<file path="src/common/i2c_port_map.vh">
`ifndef I2C_PORT_MAP_VH
`define I2C_PORT_MAP_VH

// Address byte with both straps high; straps that read low set further bits.
`define DEV_ADDR_BASE    8'h90
`define STRAP_LO_BIT     1
`define STRAP_HI_BIT     3

// Field positions of the subaddress byte.
`define SUB_SEL_MSB      5
`define SUB_SEL_LSB      3
`define SUB_PAD_MSB      2

// Bit counter limits within one byte.
`define BIT_CNT_LAST     3'h7
`define BIT_CNT_FIRST    3'h0

// Reset level of the pin synchronisers: a released bus reads high.
`define PIN_IDLE_LEVEL   1'b1

`endif

</file>
<file path="src/rtl/i2c_slave_port.v">
`timescale 1ns/1ps
`include "i2c_port_map.vh"

// Two-wire slave port giving a master access to eight byte-wide registers.
module i2c_slave_port (
	input  wire       clk_sys,       // System clock, 25 MHz.
	input  wire       nrst,          // Asynchronous reset, active low.
	input  wire       scl_in,        // Serial clock pin level.
	input  wire       sda_in,        // Serial data pin level.
	output reg        sda_out,       // Serial data drive level, always low.
	output reg        sda_oe,        // Serial data pull-down enable.
	input  wire       addr_strap_hi, // Upper address select strap.
	input  wire       addr_strap_lo, // Lower address select strap.
	output reg  [2:0] reg_sel,       // Selected register index.
	output reg  [7:0] wr_data,       // Byte being written.
	output reg        wr_stb,        // One-cycle write strobe.
	input  wire       wr_ready,      // Register side can take a byte.
	output reg        rd_stb,        // One-cycle read request.
	input  wire [7:0] rd_data,       // Read byte, valid two cycles after rd_stb.
	output reg        bus_busy,      // Bus occupied between start and stop.
	output reg        addressed,     // This slave was selected in the transaction.
	output reg        sub_pad_err    // Last subaddress had nonzero low bits.
);

	// Transaction states.
	localparam [2:0] ST_IDLE   = 3'h0;
	localparam [2:0] ST_ADDR   = 3'h1;
	localparam [2:0] ST_SUB    = 3'h2;
	localparam [2:0] ST_WDATA  = 3'h3;
	localparam [2:0] ST_RDATA  = 3'h4;
	localparam [2:0] ST_IGNORE = 3'h5;

	// Acknowledge slot phases.
	localparam [1:0] SL_DATA   = 2'h0;
	localparam [1:0] SL_LOW    = 2'h1;
	localparam [1:0] SL_HIGH   = 2'h2;

	wire [3:0] pins_sync;
	wire       scl_s;
	wire       sda_s;
	wire       strap_hi_s;
	wire       strap_lo_s;

	reg        scl_q;
	reg        sda_q;
	reg  [2:0] state;
	reg  [1:0] slot;
	reg  [2:0] bit_cnt;
	reg  [7:0] rx_byte;
	reg  [7:0] tx_byte;
	reg  [7:0] sub_addr;
	reg  [7:0] own_addr;
	reg        ack_go;

	wire       scl_rise;
	wire       scl_fall;
	wire       start_det;
	wire       stop_det;
	wire [7:0] byte_in;
	wire [7:0] strap_addr;

	// All external pins pass two flip-flops before use.
	pin_sync #(
		.WIDTH(4)
	) u_sync (
		.clk_sys (clk_sys),
		.nrst    (nrst),
		.pin_in  ({addr_strap_hi, addr_strap_lo, sda_in, scl_in}),
		.pin_out (pins_sync)
	);

	assign scl_s      = pins_sync[0];
	assign sda_s      = pins_sync[1];
	assign strap_lo_s = pins_sync[2];
	assign strap_hi_s = pins_sync[3];

	// Previous synchronised levels for edge detection.
	always @(posedge clk_sys or negedge nrst) begin
		if (!nrst) begin
			scl_q <= `PIN_IDLE_LEVEL;
			sda_q <= `PIN_IDLE_LEVEL;
		end else begin
			scl_q <= scl_s;
			sda_q <= sda_s;
		end
	end

	// Both lines share the same sync delay, so SDA edges with SCL high are conditions.
	assign scl_rise  = scl_s & ~scl_q;
	assign scl_fall  = ~scl_s & scl_q;
	assign start_det = scl_s & scl_q & sda_q & ~sda_s;
	assign stop_det  = scl_s & scl_q & ~sda_q & sda_s;

	// Byte as it stands after the bit sampled on this rising edge, MSB first.
	assign byte_in = {rx_byte[6:0], sda_s};

	// Address byte from the straps; a strap tied low sets its address bit.
	assign strap_addr = `DEV_ADDR_BASE
		| ({7'h00, ~strap_lo_s} << `STRAP_LO_BIT)
		| ({7'h00, ~strap_hi_s} << `STRAP_HI_BIT);

	// Bus occupancy follows start and stop only.
	always @(posedge clk_sys or negedge nrst) begin
		if (!nrst) begin
			bus_busy <= 1'b0;
		end else if (start_det) begin
			bus_busy <= 1'b1;
		end else if (stop_det) begin
			bus_busy <= 1'b0;
		end
	end

	// The own address is caught from the straps at every start.
	always @(posedge clk_sys or negedge nrst) begin
		if (!nrst) begin
			own_addr <= `DEV_ADDR_BASE;
		end else if (start_det) begin
			own_addr <= strap_addr;
		end
	end

	// Main protocol engine: bit counting, byte decode and acknowledge slots.
	always @(posedge clk_sys or negedge nrst) begin
		if (!nrst) begin
			state       <= ST_IDLE;
			slot        <= SL_DATA;
			bit_cnt     <= `BIT_CNT_FIRST;
			rx_byte     <= 8'h00;
			tx_byte     <= 8'h00;
			sub_addr    <= 8'h00;
			reg_sel     <= 3'h0;
			wr_data     <= 8'h00;
			wr_stb      <= 1'b0;
			rd_stb      <= 1'b0;
			ack_go      <= 1'b0;
			sda_oe      <= 1'b0;
			sda_out     <= 1'b0;
			addressed   <= 1'b0;
			sub_pad_err <= 1'b0;
		end else begin
			wr_stb  <= 1'b0;
			rd_stb  <= 1'b0;
			sda_out <= 1'b0;
			if (start_det) begin
				// A start or repeated start restarts the address phase.
				// The subaddress is deliberately kept for a read that follows.
				state     <= ST_ADDR;
				slot      <= SL_DATA;
				bit_cnt   <= `BIT_CNT_FIRST;
				sda_oe    <= 1'b0;
				ack_go    <= 1'b0;
				addressed <= 1'b0;
			end else if (stop_det) begin
				// A stop ends everything and frees the data line.
				state   <= ST_IDLE;
				slot    <= SL_DATA;
				bit_cnt <= `BIT_CNT_FIRST;
				sda_oe  <= 1'b0;
				ack_go  <= 1'b0;
			end else if (state != ST_IDLE && state != ST_IGNORE) begin
				if (scl_rise) begin
					if (slot == SL_DATA) begin
						rx_byte <= byte_in;
						if (bit_cnt == `BIT_CNT_LAST) begin
							// Eighth bit taken: decide the answer for the slot.
							bit_cnt <= `BIT_CNT_FIRST;
							slot    <= SL_LOW;
							case (state)
								ST_ADDR: begin
									if (byte_in[7:1] == own_addr[7:1]) begin
										ack_go    <= 1'b1;
										addressed <= 1'b1;
										if (byte_in[0]) begin
											state  <= ST_RDATA;
											rd_stb <= 1'b1;
										end else begin
											state <= ST_SUB;
										end
									end else begin
										ack_go <= 1'b0;
										state  <= ST_IGNORE;
									end
								end
								ST_SUB: begin
									// Plain byte; the select field picks the register, the low pad bits only set sub_pad_err.
									sub_addr    <= byte_in;
									reg_sel     <= byte_in[`SUB_SEL_MSB:`SUB_SEL_LSB];
									sub_pad_err <= |byte_in[`SUB_PAD_MSB:0];
									ack_go      <= 1'b1;
									state       <= ST_WDATA;
								end
								ST_WDATA: begin
									// Each byte goes to the selected register while wr_ready is high; otherwise it is refused.
									if (wr_ready) begin
										wr_data <= byte_in;
										wr_stb  <= 1'b1;
										ack_go  <= 1'b1;
									end else begin
										ack_go <= 1'b0;
									end
								end
								default: begin
									// Transmitting: the master answers in this slot.
									ack_go <= 1'b0;
								end
							endcase
						end else begin
							bit_cnt <= bit_cnt + 3'h1;
						end
					end else if (slot == SL_LOW) begin
						// Master clocks the slot; while reading, its answer is sampled.
						slot <= SL_HIGH;
						if (state == ST_RDATA && ack_go == 1'b0) begin
							if (!sda_s) begin
								rd_stb <= 1'b1;
							end else begin
								state <= ST_IGNORE;
							end
						end
					end
				end else if (scl_fall) begin
					if (slot == SL_LOW) begin
						// Pull low for the whole acknowledge pulse, or release.
						sda_oe <= ack_go;
					end else if (slot == SL_HIGH) begin
						slot   <= SL_DATA;
						ack_go <= 1'b0;
						if (state == ST_RDATA) begin
							// First bit of the next read byte, most significant first.
							tx_byte <= rd_data;
							sda_oe  <= ~rd_data[7];
						end else begin
							sda_oe <= 1'b0;
						end
					end else if (state == ST_RDATA) begin
						// Further bits change only while SCL is low.
						sda_oe <= ~tx_byte[`BIT_CNT_LAST - bit_cnt];
					end
				end
			end else begin
				// Idle or not addressed: never touch the data line.
				sda_oe <= 1'b0;
				ack_go <= 1'b0;
			end
		end
	end

endmodule // i2c_slave_port

</file>
<file path="src/rtl/pin_sync.v">
`timescale 1ns/1ps
`include "i2c_port_map.vh"

// Two-stage synchroniser for a group of asynchronous pins.
module pin_sync #(
	parameter WIDTH = 4
) (
	input  wire             clk_sys, // System clock.
	input  wire             nrst,    // Asynchronous reset, active low.
	input  wire [WIDTH-1:0] pin_in,  // Raw pin levels.
	output wire [WIDTH-1:0] pin_out  // Synchronised pin levels.
);

	genvar i;

	// One pair of flip-flops per pin; only the second stage is visible outside.
	generate
		for (i = 0; i < WIDTH; i = i + 1) begin : g_bit
			reg meta;
			reg stable;
			always @(posedge clk_sys or negedge nrst) begin
				if (!nrst) begin
					meta   <= `PIN_IDLE_LEVEL;
					stable <= `PIN_IDLE_LEVEL;
				end else begin
					meta   <= pin_in[i];
					stable <= meta;
				end
			end
			assign pin_out[i] = stable;
		end
	endgenerate

endmodule // pin_sync

</file>
<file path="config.mk">
export PLATFORM = sky130hd
export DESIGN_NAME = i2c_slave_port
export DESIGN_NICKNAME = d
export VERILOG_FILES = /design/src/rtl/i2c_slave_port.v /design/src/rtl/pin_sync.v
export VERILOG_INCLUDE_DIRS = /design/src /design/src/common
export SDC_FILE = /design/constraint.sdc
export NUM_CORES = 1
export LEC_CHECK = 0
export BUFFER_PORTS_ARGS = -buffer_cell sky130_fd_sc_hd__buf_2
export CAP_MARGIN = 10
export CORE_MARGIN = 10
export CORE_UTILIZATION = 35
export CTS_BUF_LIST = sky130_fd_sc_hd__clkbuf_8
export DETAILED_ROUTE_END_ITERATION = 12
export PLACE_DENSITY = 0.59
export SLEW_MARGIN = 15
export SYNTH_ARGS = -nofsm -noshare
export SYNTH_HDL_FRONTEND = slang
export SYNTH_HIERARCHICAL = 1
export SYNTH_SLANG_ARGS = --single-unit
</file>
<file path="constraint.sdc">
create_clock -name clk_sys -period 2.3 [get_ports clk_sys]
set_clock_uncertainty 0.05 [all_clocks]
set_input_delay 0.46 -clock clk_sys [delete_from_list [all_inputs] [get_ports clk_sys]]
set_output_delay 0.46 -clock clk_sys [all_outputs]
set_load 0.01 [all_outputs]
</file>
== Word level (Yosys, flattened, before mapping) ==
Index checks and enable logic that the tools add are counted.

* Latch bits: 0
* Bits in writable memories: 0
* Input port bits: 15
* Register bits after elaboration: 59
* Memories kept: 0
* Memory bits (read-only): 0
* Output and inout bits: 18
* Logic and storage cells: 182

* Equal/unequal tests: 23
* Add/sub/neg operators: 2
* Div/mod/pow operators: 0
* Shift operators: 0
* Reduce and logical (&&, ||, !) cells: 30
* Bitwise logic cells: 21
* Multiplexer cells: 80
* Order comparisons: 1
* Multiply operators: 0

{| class="wikitable"
|+ Operators with widths
! operator !! count
|-
| $mux 3 || 17
|-
| $mux 1 || 50
|-
| $reduce_and 7->1 || 3
|-
| $mux 2 || 10
|-
| $ne 5x4->1 const B || 4
|-
| $reduce_bool 4->1 || 5
|-
| $reduce_and 8->1 || 2
|-
| $reduce_bool 2->1 || 7
|-
| $not 1->1 || 13
|-
| $ne 4x4->1 const B || 3
|-
| $reduce_bool 3->1 || 4
|-
| $ne 5x5->1 const B || 2
|-
| $reduce_and 5->1 || 2
|-
| $or 8x4->8 || 1
|-
| $and 1x1->1 || 7
|-
| $eq 7x7->1 || 1
|-
| $eq 3x2->1 const B || 2
|-
| $eq 3x3->1 const B || 2
|-
| $ne 6x3->1 const B || 1
|-
| $pmux 3 s2 || 1
|-
| $reduce_and 3->1 || 2
|-
| $reduce_and 6->1 || 1
|-
| $ne 5x1->1 const B || 1
|-
| $ne 5x3->1 const B || 1
|-
| other kinds (14) || 15
|}

== Logic depth before layout (Yosys ltp) ==
* Depth in word-level cells: 12
* Mapped depth: 8
* Gate-level depth less buffers: 7

== Hierarchy ==
The synthesis kept the hierarchy.

{| class="wikitable"
|+ Modules (own cells, without submodules)
! module !! seq. area each (µm²) !! area each (µm²) !! cells each !! instances
|-
| i2c_slave_port || 1128.6 || 2288.4 || 197 || 1
|-
| pin_sync || 210.2 || 240.2 || 12 || 1
|}

== Worst setup path after synthesis ==
No wires, ideal clock.

* Path type: reg-to-reg
* Start point: register u_sync.g_bit[0].stable
* End point: register wr_data[0]
* Period minus slack after synthesis: 2133 ps
* Data required time: 2125 ps
* Data arrival time: 1958 ps
* Path buffers: 2
* Slack: 167 ps
* Stages on the path, launching flop included: 8
* Library setup time: 125 ps
* Cells stage by stage: dfstp_2 buf_4 ha_1 nor3b_1 o221ai_2 or2_1 buf_6 mux2_4

* Word-level cells in the longest chain between the ends: 5
* Elaborated cells on any way between the ends: 9
* Classes of those cells: bitwise (8); reduce/logical (1)

{| class="wikitable"
|+ RTL lines
! element !! RTL line !! source
|-
| start: declaration || pin_sync.v:20 || <nowiki>reg stable;</nowiki>
|-
| start signal: assignment || pin_sync.v:24 || <nowiki>stable <= `PIN_IDLE_LEVEL;</nowiki>
|-
| start signal: assignment || pin_sync.v:27 || <nowiki>stable <= meta;</nowiki>
|-
| $and 1x1->1 || i2c_slave_port.v:91, i2c_slave_port.v:92 ||
|-
| $and 1x1->1 (on tied branches) (2 in series) || i2c_slave_port.v:92, i2c_slave_port.v:91 ||
|-
| $not 1->1 (no source line) || n/a ||
|-
| $reduce_and 8->1 (no source line) (*) || n/a ||
|-
| end signal: assignment || i2c_slave_port.v:195 || <nowiki>wr_data <= byte_in;</nowiki>
|-
| end: declaration || i2c_slave_port.v:15 || <nowiki>output reg [7:0] wr_data,</nowiki>
|}

Every way passes the cells marked *; elsewhere a longest branch is shown, timed or not.
A chain may end at the register's enable or synchronous reset.

== Worst setup path in the final report ==
* Start point: register u_sync.g_bit[0].stable
* End point: register wr_data[6]

Same word-level chain as after synthesis.

==> summary.txt <==
Floorplan
  – IO Count: 33
  – Die height: 105 um
  – Core area: 0.006907 mm^2
  – Initial Util: 0.3661
  – Rows: 30
  – Die ar.: 0.01103 mm^2
  – Die width: 105 um

Placement
  – PortBufs: 31
  – Inst Count DP: 335
  – RePlAce Congestion: 0.8119
  – Post-DP HPWL: 3710 um

Worst setup path
  – Worst setup path start: u_sync/g_bit[0].stable
  – Register-to-register setup slack: 0.19 ns
  – Worst path cell trace: ha_1, nor3b_1, o221ai_2, or2_1, mux2_4
  – Worst R2R Path Depth: 5
  – Reg2reg end: wr_data[6]
  – Startpoint types: register
  – Critical path's slowest cell: dfstp_2
  – Crit path to: wr_data[6]
  – Slowest stage delay, CP: 0.57 ns
  – Critical path class: reg2reg
  – Crit path DAT: 2.27 ns
  – Worst path required time: 2.45 ns
  – Crit-path max FO: 8
  – CP endpoint kind: register
  – FF-to-FF Start: u_sync/g_bit[0].stable

Clock network
  – CTS H-tree depth: 2
  – Clk buf depth: 2
  – CTS root buf: clkbuf_8
  – Clk_lat worst skew: 0.31 ns
  – CTS Sinks: 53
  – Clk slew on worst S/H paths: 0.10 ns
  – Setup repair bufs after CTS: 0
  – CTS tree: done
  – Inserted Clock Buffers: 5

Layout
  – N_diodes: 0
  – Nets: 266
  – Area Growth Syn to Fin: 16.53%
  – Layout cell share with drive strength beyond 1: 0.3806
  – Finished Layout Cells: 343

STA
  – Final critical-path share of the clock period: 0.9180
  – Tmin final: 2.111 ns
  – RSZ-0062 raised after global routing: no
  – Final Hold Violating Endpoints: 0
  – Worst-Margin Slew: 0.6672 ns
  – Fin Setup TNS: 0 ns
  – Max frequency: 473.6 MHz
  – Final number of setup-violating endpoints: 0
  – Max-slew violation count: 0
  – Slew headroom: 0.5505

Detailed routing
  – Via Count: 1625
  – Average wire per standard cell: 14.29 um
  – DR DRC count: 0
  – Initial DRT Pass Iterations: 4
  – Vias/cell: 4.738
  – Final WL: 4903 um
  – Remaining antenna violation count: 0
  – DRT iter0 DRCs: 61

Synth
  – Main combinational cell family by area after synthesis: multiplexers
  – Syn avg cell area: 12.10 um^2
  – Post-Syn Area: 0.002529 mm^2
  – Register area share after synthesis: 0.5294
  – Synth cell types: 46
  – Synth Area in Simple Gates: 0.1455
  – Mapped Nets: 229
  – Compound-Gate Fraction of Synth Area: 0.07521
  – Post-Synth Adder-Cell Area: 0.02474
  – FF+latch count, synth: 53
  – Yosys warns: 6
  – Post-synth top area cell: dfrtp_1
  – Synth top area share: 0.4255
  – Cell count after synthesis: 209
  – Area contributors post-synth: dfrtp_1 43%, dfstp_2 10%, mux2_2 7.1%
  – Xor and xnor area share after synthesis: 0.02375
  – Multiplexer share of the synthesized area: 0.1613

Job
  – Max-cap check violation count: 0

Pwr
  – Power Density: 608.3 mW/mm^2
  – Pleak: 1.454 nW
  – Peak supply drop: 0.3095 mV

Outcome
  – Status: complete, no violations

Global route
  – GR Overflow Total: 0
  – Global-route usage over all layers: 0.09304
  – Largest net degree at the start of global routing: 31
  – First-pass GRT wire length: 8569 um
  – Number of global-route vias before repair: 1701
  – Initial antenna violation count: 0

Hold path
  – Worst Hold Class: in2async
## worst min-delay path by stage
stage / cells after the start / to / slack [ns] / startpoint
after CTS: 1 / bit_cnt[2] / 0.09 / nrst
final: 1 / bit_cnt[2] / 0.08 / nrst
after global routing: 1 / bit_cnt[1] / 0.11 / nrst
after floorplan: 0 / ack_go / 0.11 / nrst
after detailed placement: 0 / u_sync/g_bit[0].stable / 0.30 / u_sync/g_bit[0].meta
after global placement: 0 / u_sync/g_bit[1].stable / 0.30 / u_sync/g_bit[1].meta
## timing repair
item | 4_1_cts | 5_1_grt
hold buffers | 0 | 0
setup endpoints to repair | 0 | 8
resized for setup | 0 | 2
## layer usage
| layer | global-route usage | wire (um) | vias to the layer above |
|---|---|---|---|
| li1 | - | - | 811 |
| met1 | 0.1246 | 2451 | 765 |
| met2 | 0.1392 | 2155 | 41 |
| met3 | 0.02211 | 207 | 8 |
| met4 | 0.04020 | 90 | 0 |
| met5 | 0 | 0 | - |
## state kept, by name (all words and copies together) (netlist names), 2 cells and up
signal and cells:
slot 2, state 3, rx_byte 7, bit_cnt 3, own_addr 2, u_sync/g_bit.meta 4, reg_sel 3, u_sync/g_bit.stable 4
tx_byte 8, wr_data 8
## stage by stage
stage / util / cell area (um^2) / hold slack [ns] / total power [mW] / setup slack, ns
detailed placement: 0.4089 / 2824 / 0.2968 / 1.154 / 0.05865
finish: 0.4266 / 2947 / 0.08388 / 1.792 / 0.1886
global placement: 0.4089 / 2824 / 0.2964 / 1.151 / 0.06294
CTS: 0.4259 / 2942 / 0.09305 / 1.822 / 0.03943
global route: 0.4266 / 2947 / 0.1061 / 1.885 / 0.03412
floorplan: - / 2529 / 0.1144 / 1.099 / 0.1666
## kinds of logic after synthesis
group	after synthesis
other	1
DFF	53
adders and majority gates	5
and+or+nand+nor	65
xor gates and xnor gates	6
buffers and inverters	17
AOI/OAI and AO/OA	30
muxes	32
## cells in the mapped netlist, drive strengths merged
| library cell | count |
|---|---|
| dfrtp | 43 |
| clkbuf | 3 |
| o221ai | 2 |
| nor4b | 4 |
| inv | 4 |
| buf | 10 |
| and4 | 1 |
| nor2b | 3 |
| nor2 | 17 |
| a311o | 1 |
| mux4 | 1 |
| mux2 | 27 |
| and2b | 1 |
| and4b | 1 |
| a211o | 1 |
| xor2 | 3 |
| a21boi | 1 |
| ha | 5 |
| nand4 | 1 |
| mux2i | 4 |
| o21ai | 9 |
| a32o | 1 |
| nor3b | 7 |
| nand4b | 1 |
| o31ai | 1 |
| nor3 | 2 |
| dfstp | 10 |
| xnor2 | 3 |
| conb | 1 |
| or3 | 1 |
| nand2 | 14 |
| or2 | 2 |
| nand3 | 1 |
| a32oi | 2 |
| and4bb | 1 |
| and3 | 3 |
| nand2b | 5 |
| a21oi | 12 |
## power by group
group | total, mW | internal, mW | switching [mW]
clock network | 0.658 | 0.332 | 0.326
registers | 1.01 | 0.970 | 0.0383
logic | 0.126 | 0.0602 | 0.0660
total | 1.79 | 1.36 | 0.430
## final cells by class
cell class,count,area [um^2]
Clock buffer,5,68.82
Inverter,4,15.01
Clock inverter,3,48.80
Tap cell,96,120.1
Multi-Input combinational cell,139,1097
Timing Repair Buffer,43,257.7
Sequential cell,53,1339
Fill cell,684,3960
## placed cells by master, fill, tap and decap left out, types with 2 or more instances in the layout
cell | synthesis | final
buf_4 | 6 | 11
xnor2_1 | 3 | 3
dfrtp_1 | 43 | 43
nor2_1 | 16 | 16
nor3_1 | 2 | 2
mux2_2 | 16 | 16
nor3b_1 | 6 | 6
ha_1 | 5 | 5
a21oi_1 | 12 | 12
nor2b_1 | 3 | 3
nand2b_1 | 5 | 5
xor2_1 | 2 | 2
and3_1 | 3 | 3
mux2i_1 | 4 | 4
nand2_1 | 14 | 14
nor4b_1 | 4 | 4
o21ai_0 | 9 | 8
buf_2 | 3 | 31
clkbuf_8 | 0 | 5
inv_1 | 4 | 4
dfstp_2 | 10 | 10
a32oi_1 | 2 | 2
mux2_4 | 11 | 11
## critical path, delay by kind of cell (launching register included)
kind                     cells  cell delay, ns
AO/OA/AOI/OAI                1            0.15
adder cells (fa/ha/maj)      1            0.16
multiplexers                 1            0.36
flip-flops                   1            0.57
AND/OR/NAND/NOR              2            0.71
Power figures use the tool's default switching activity.
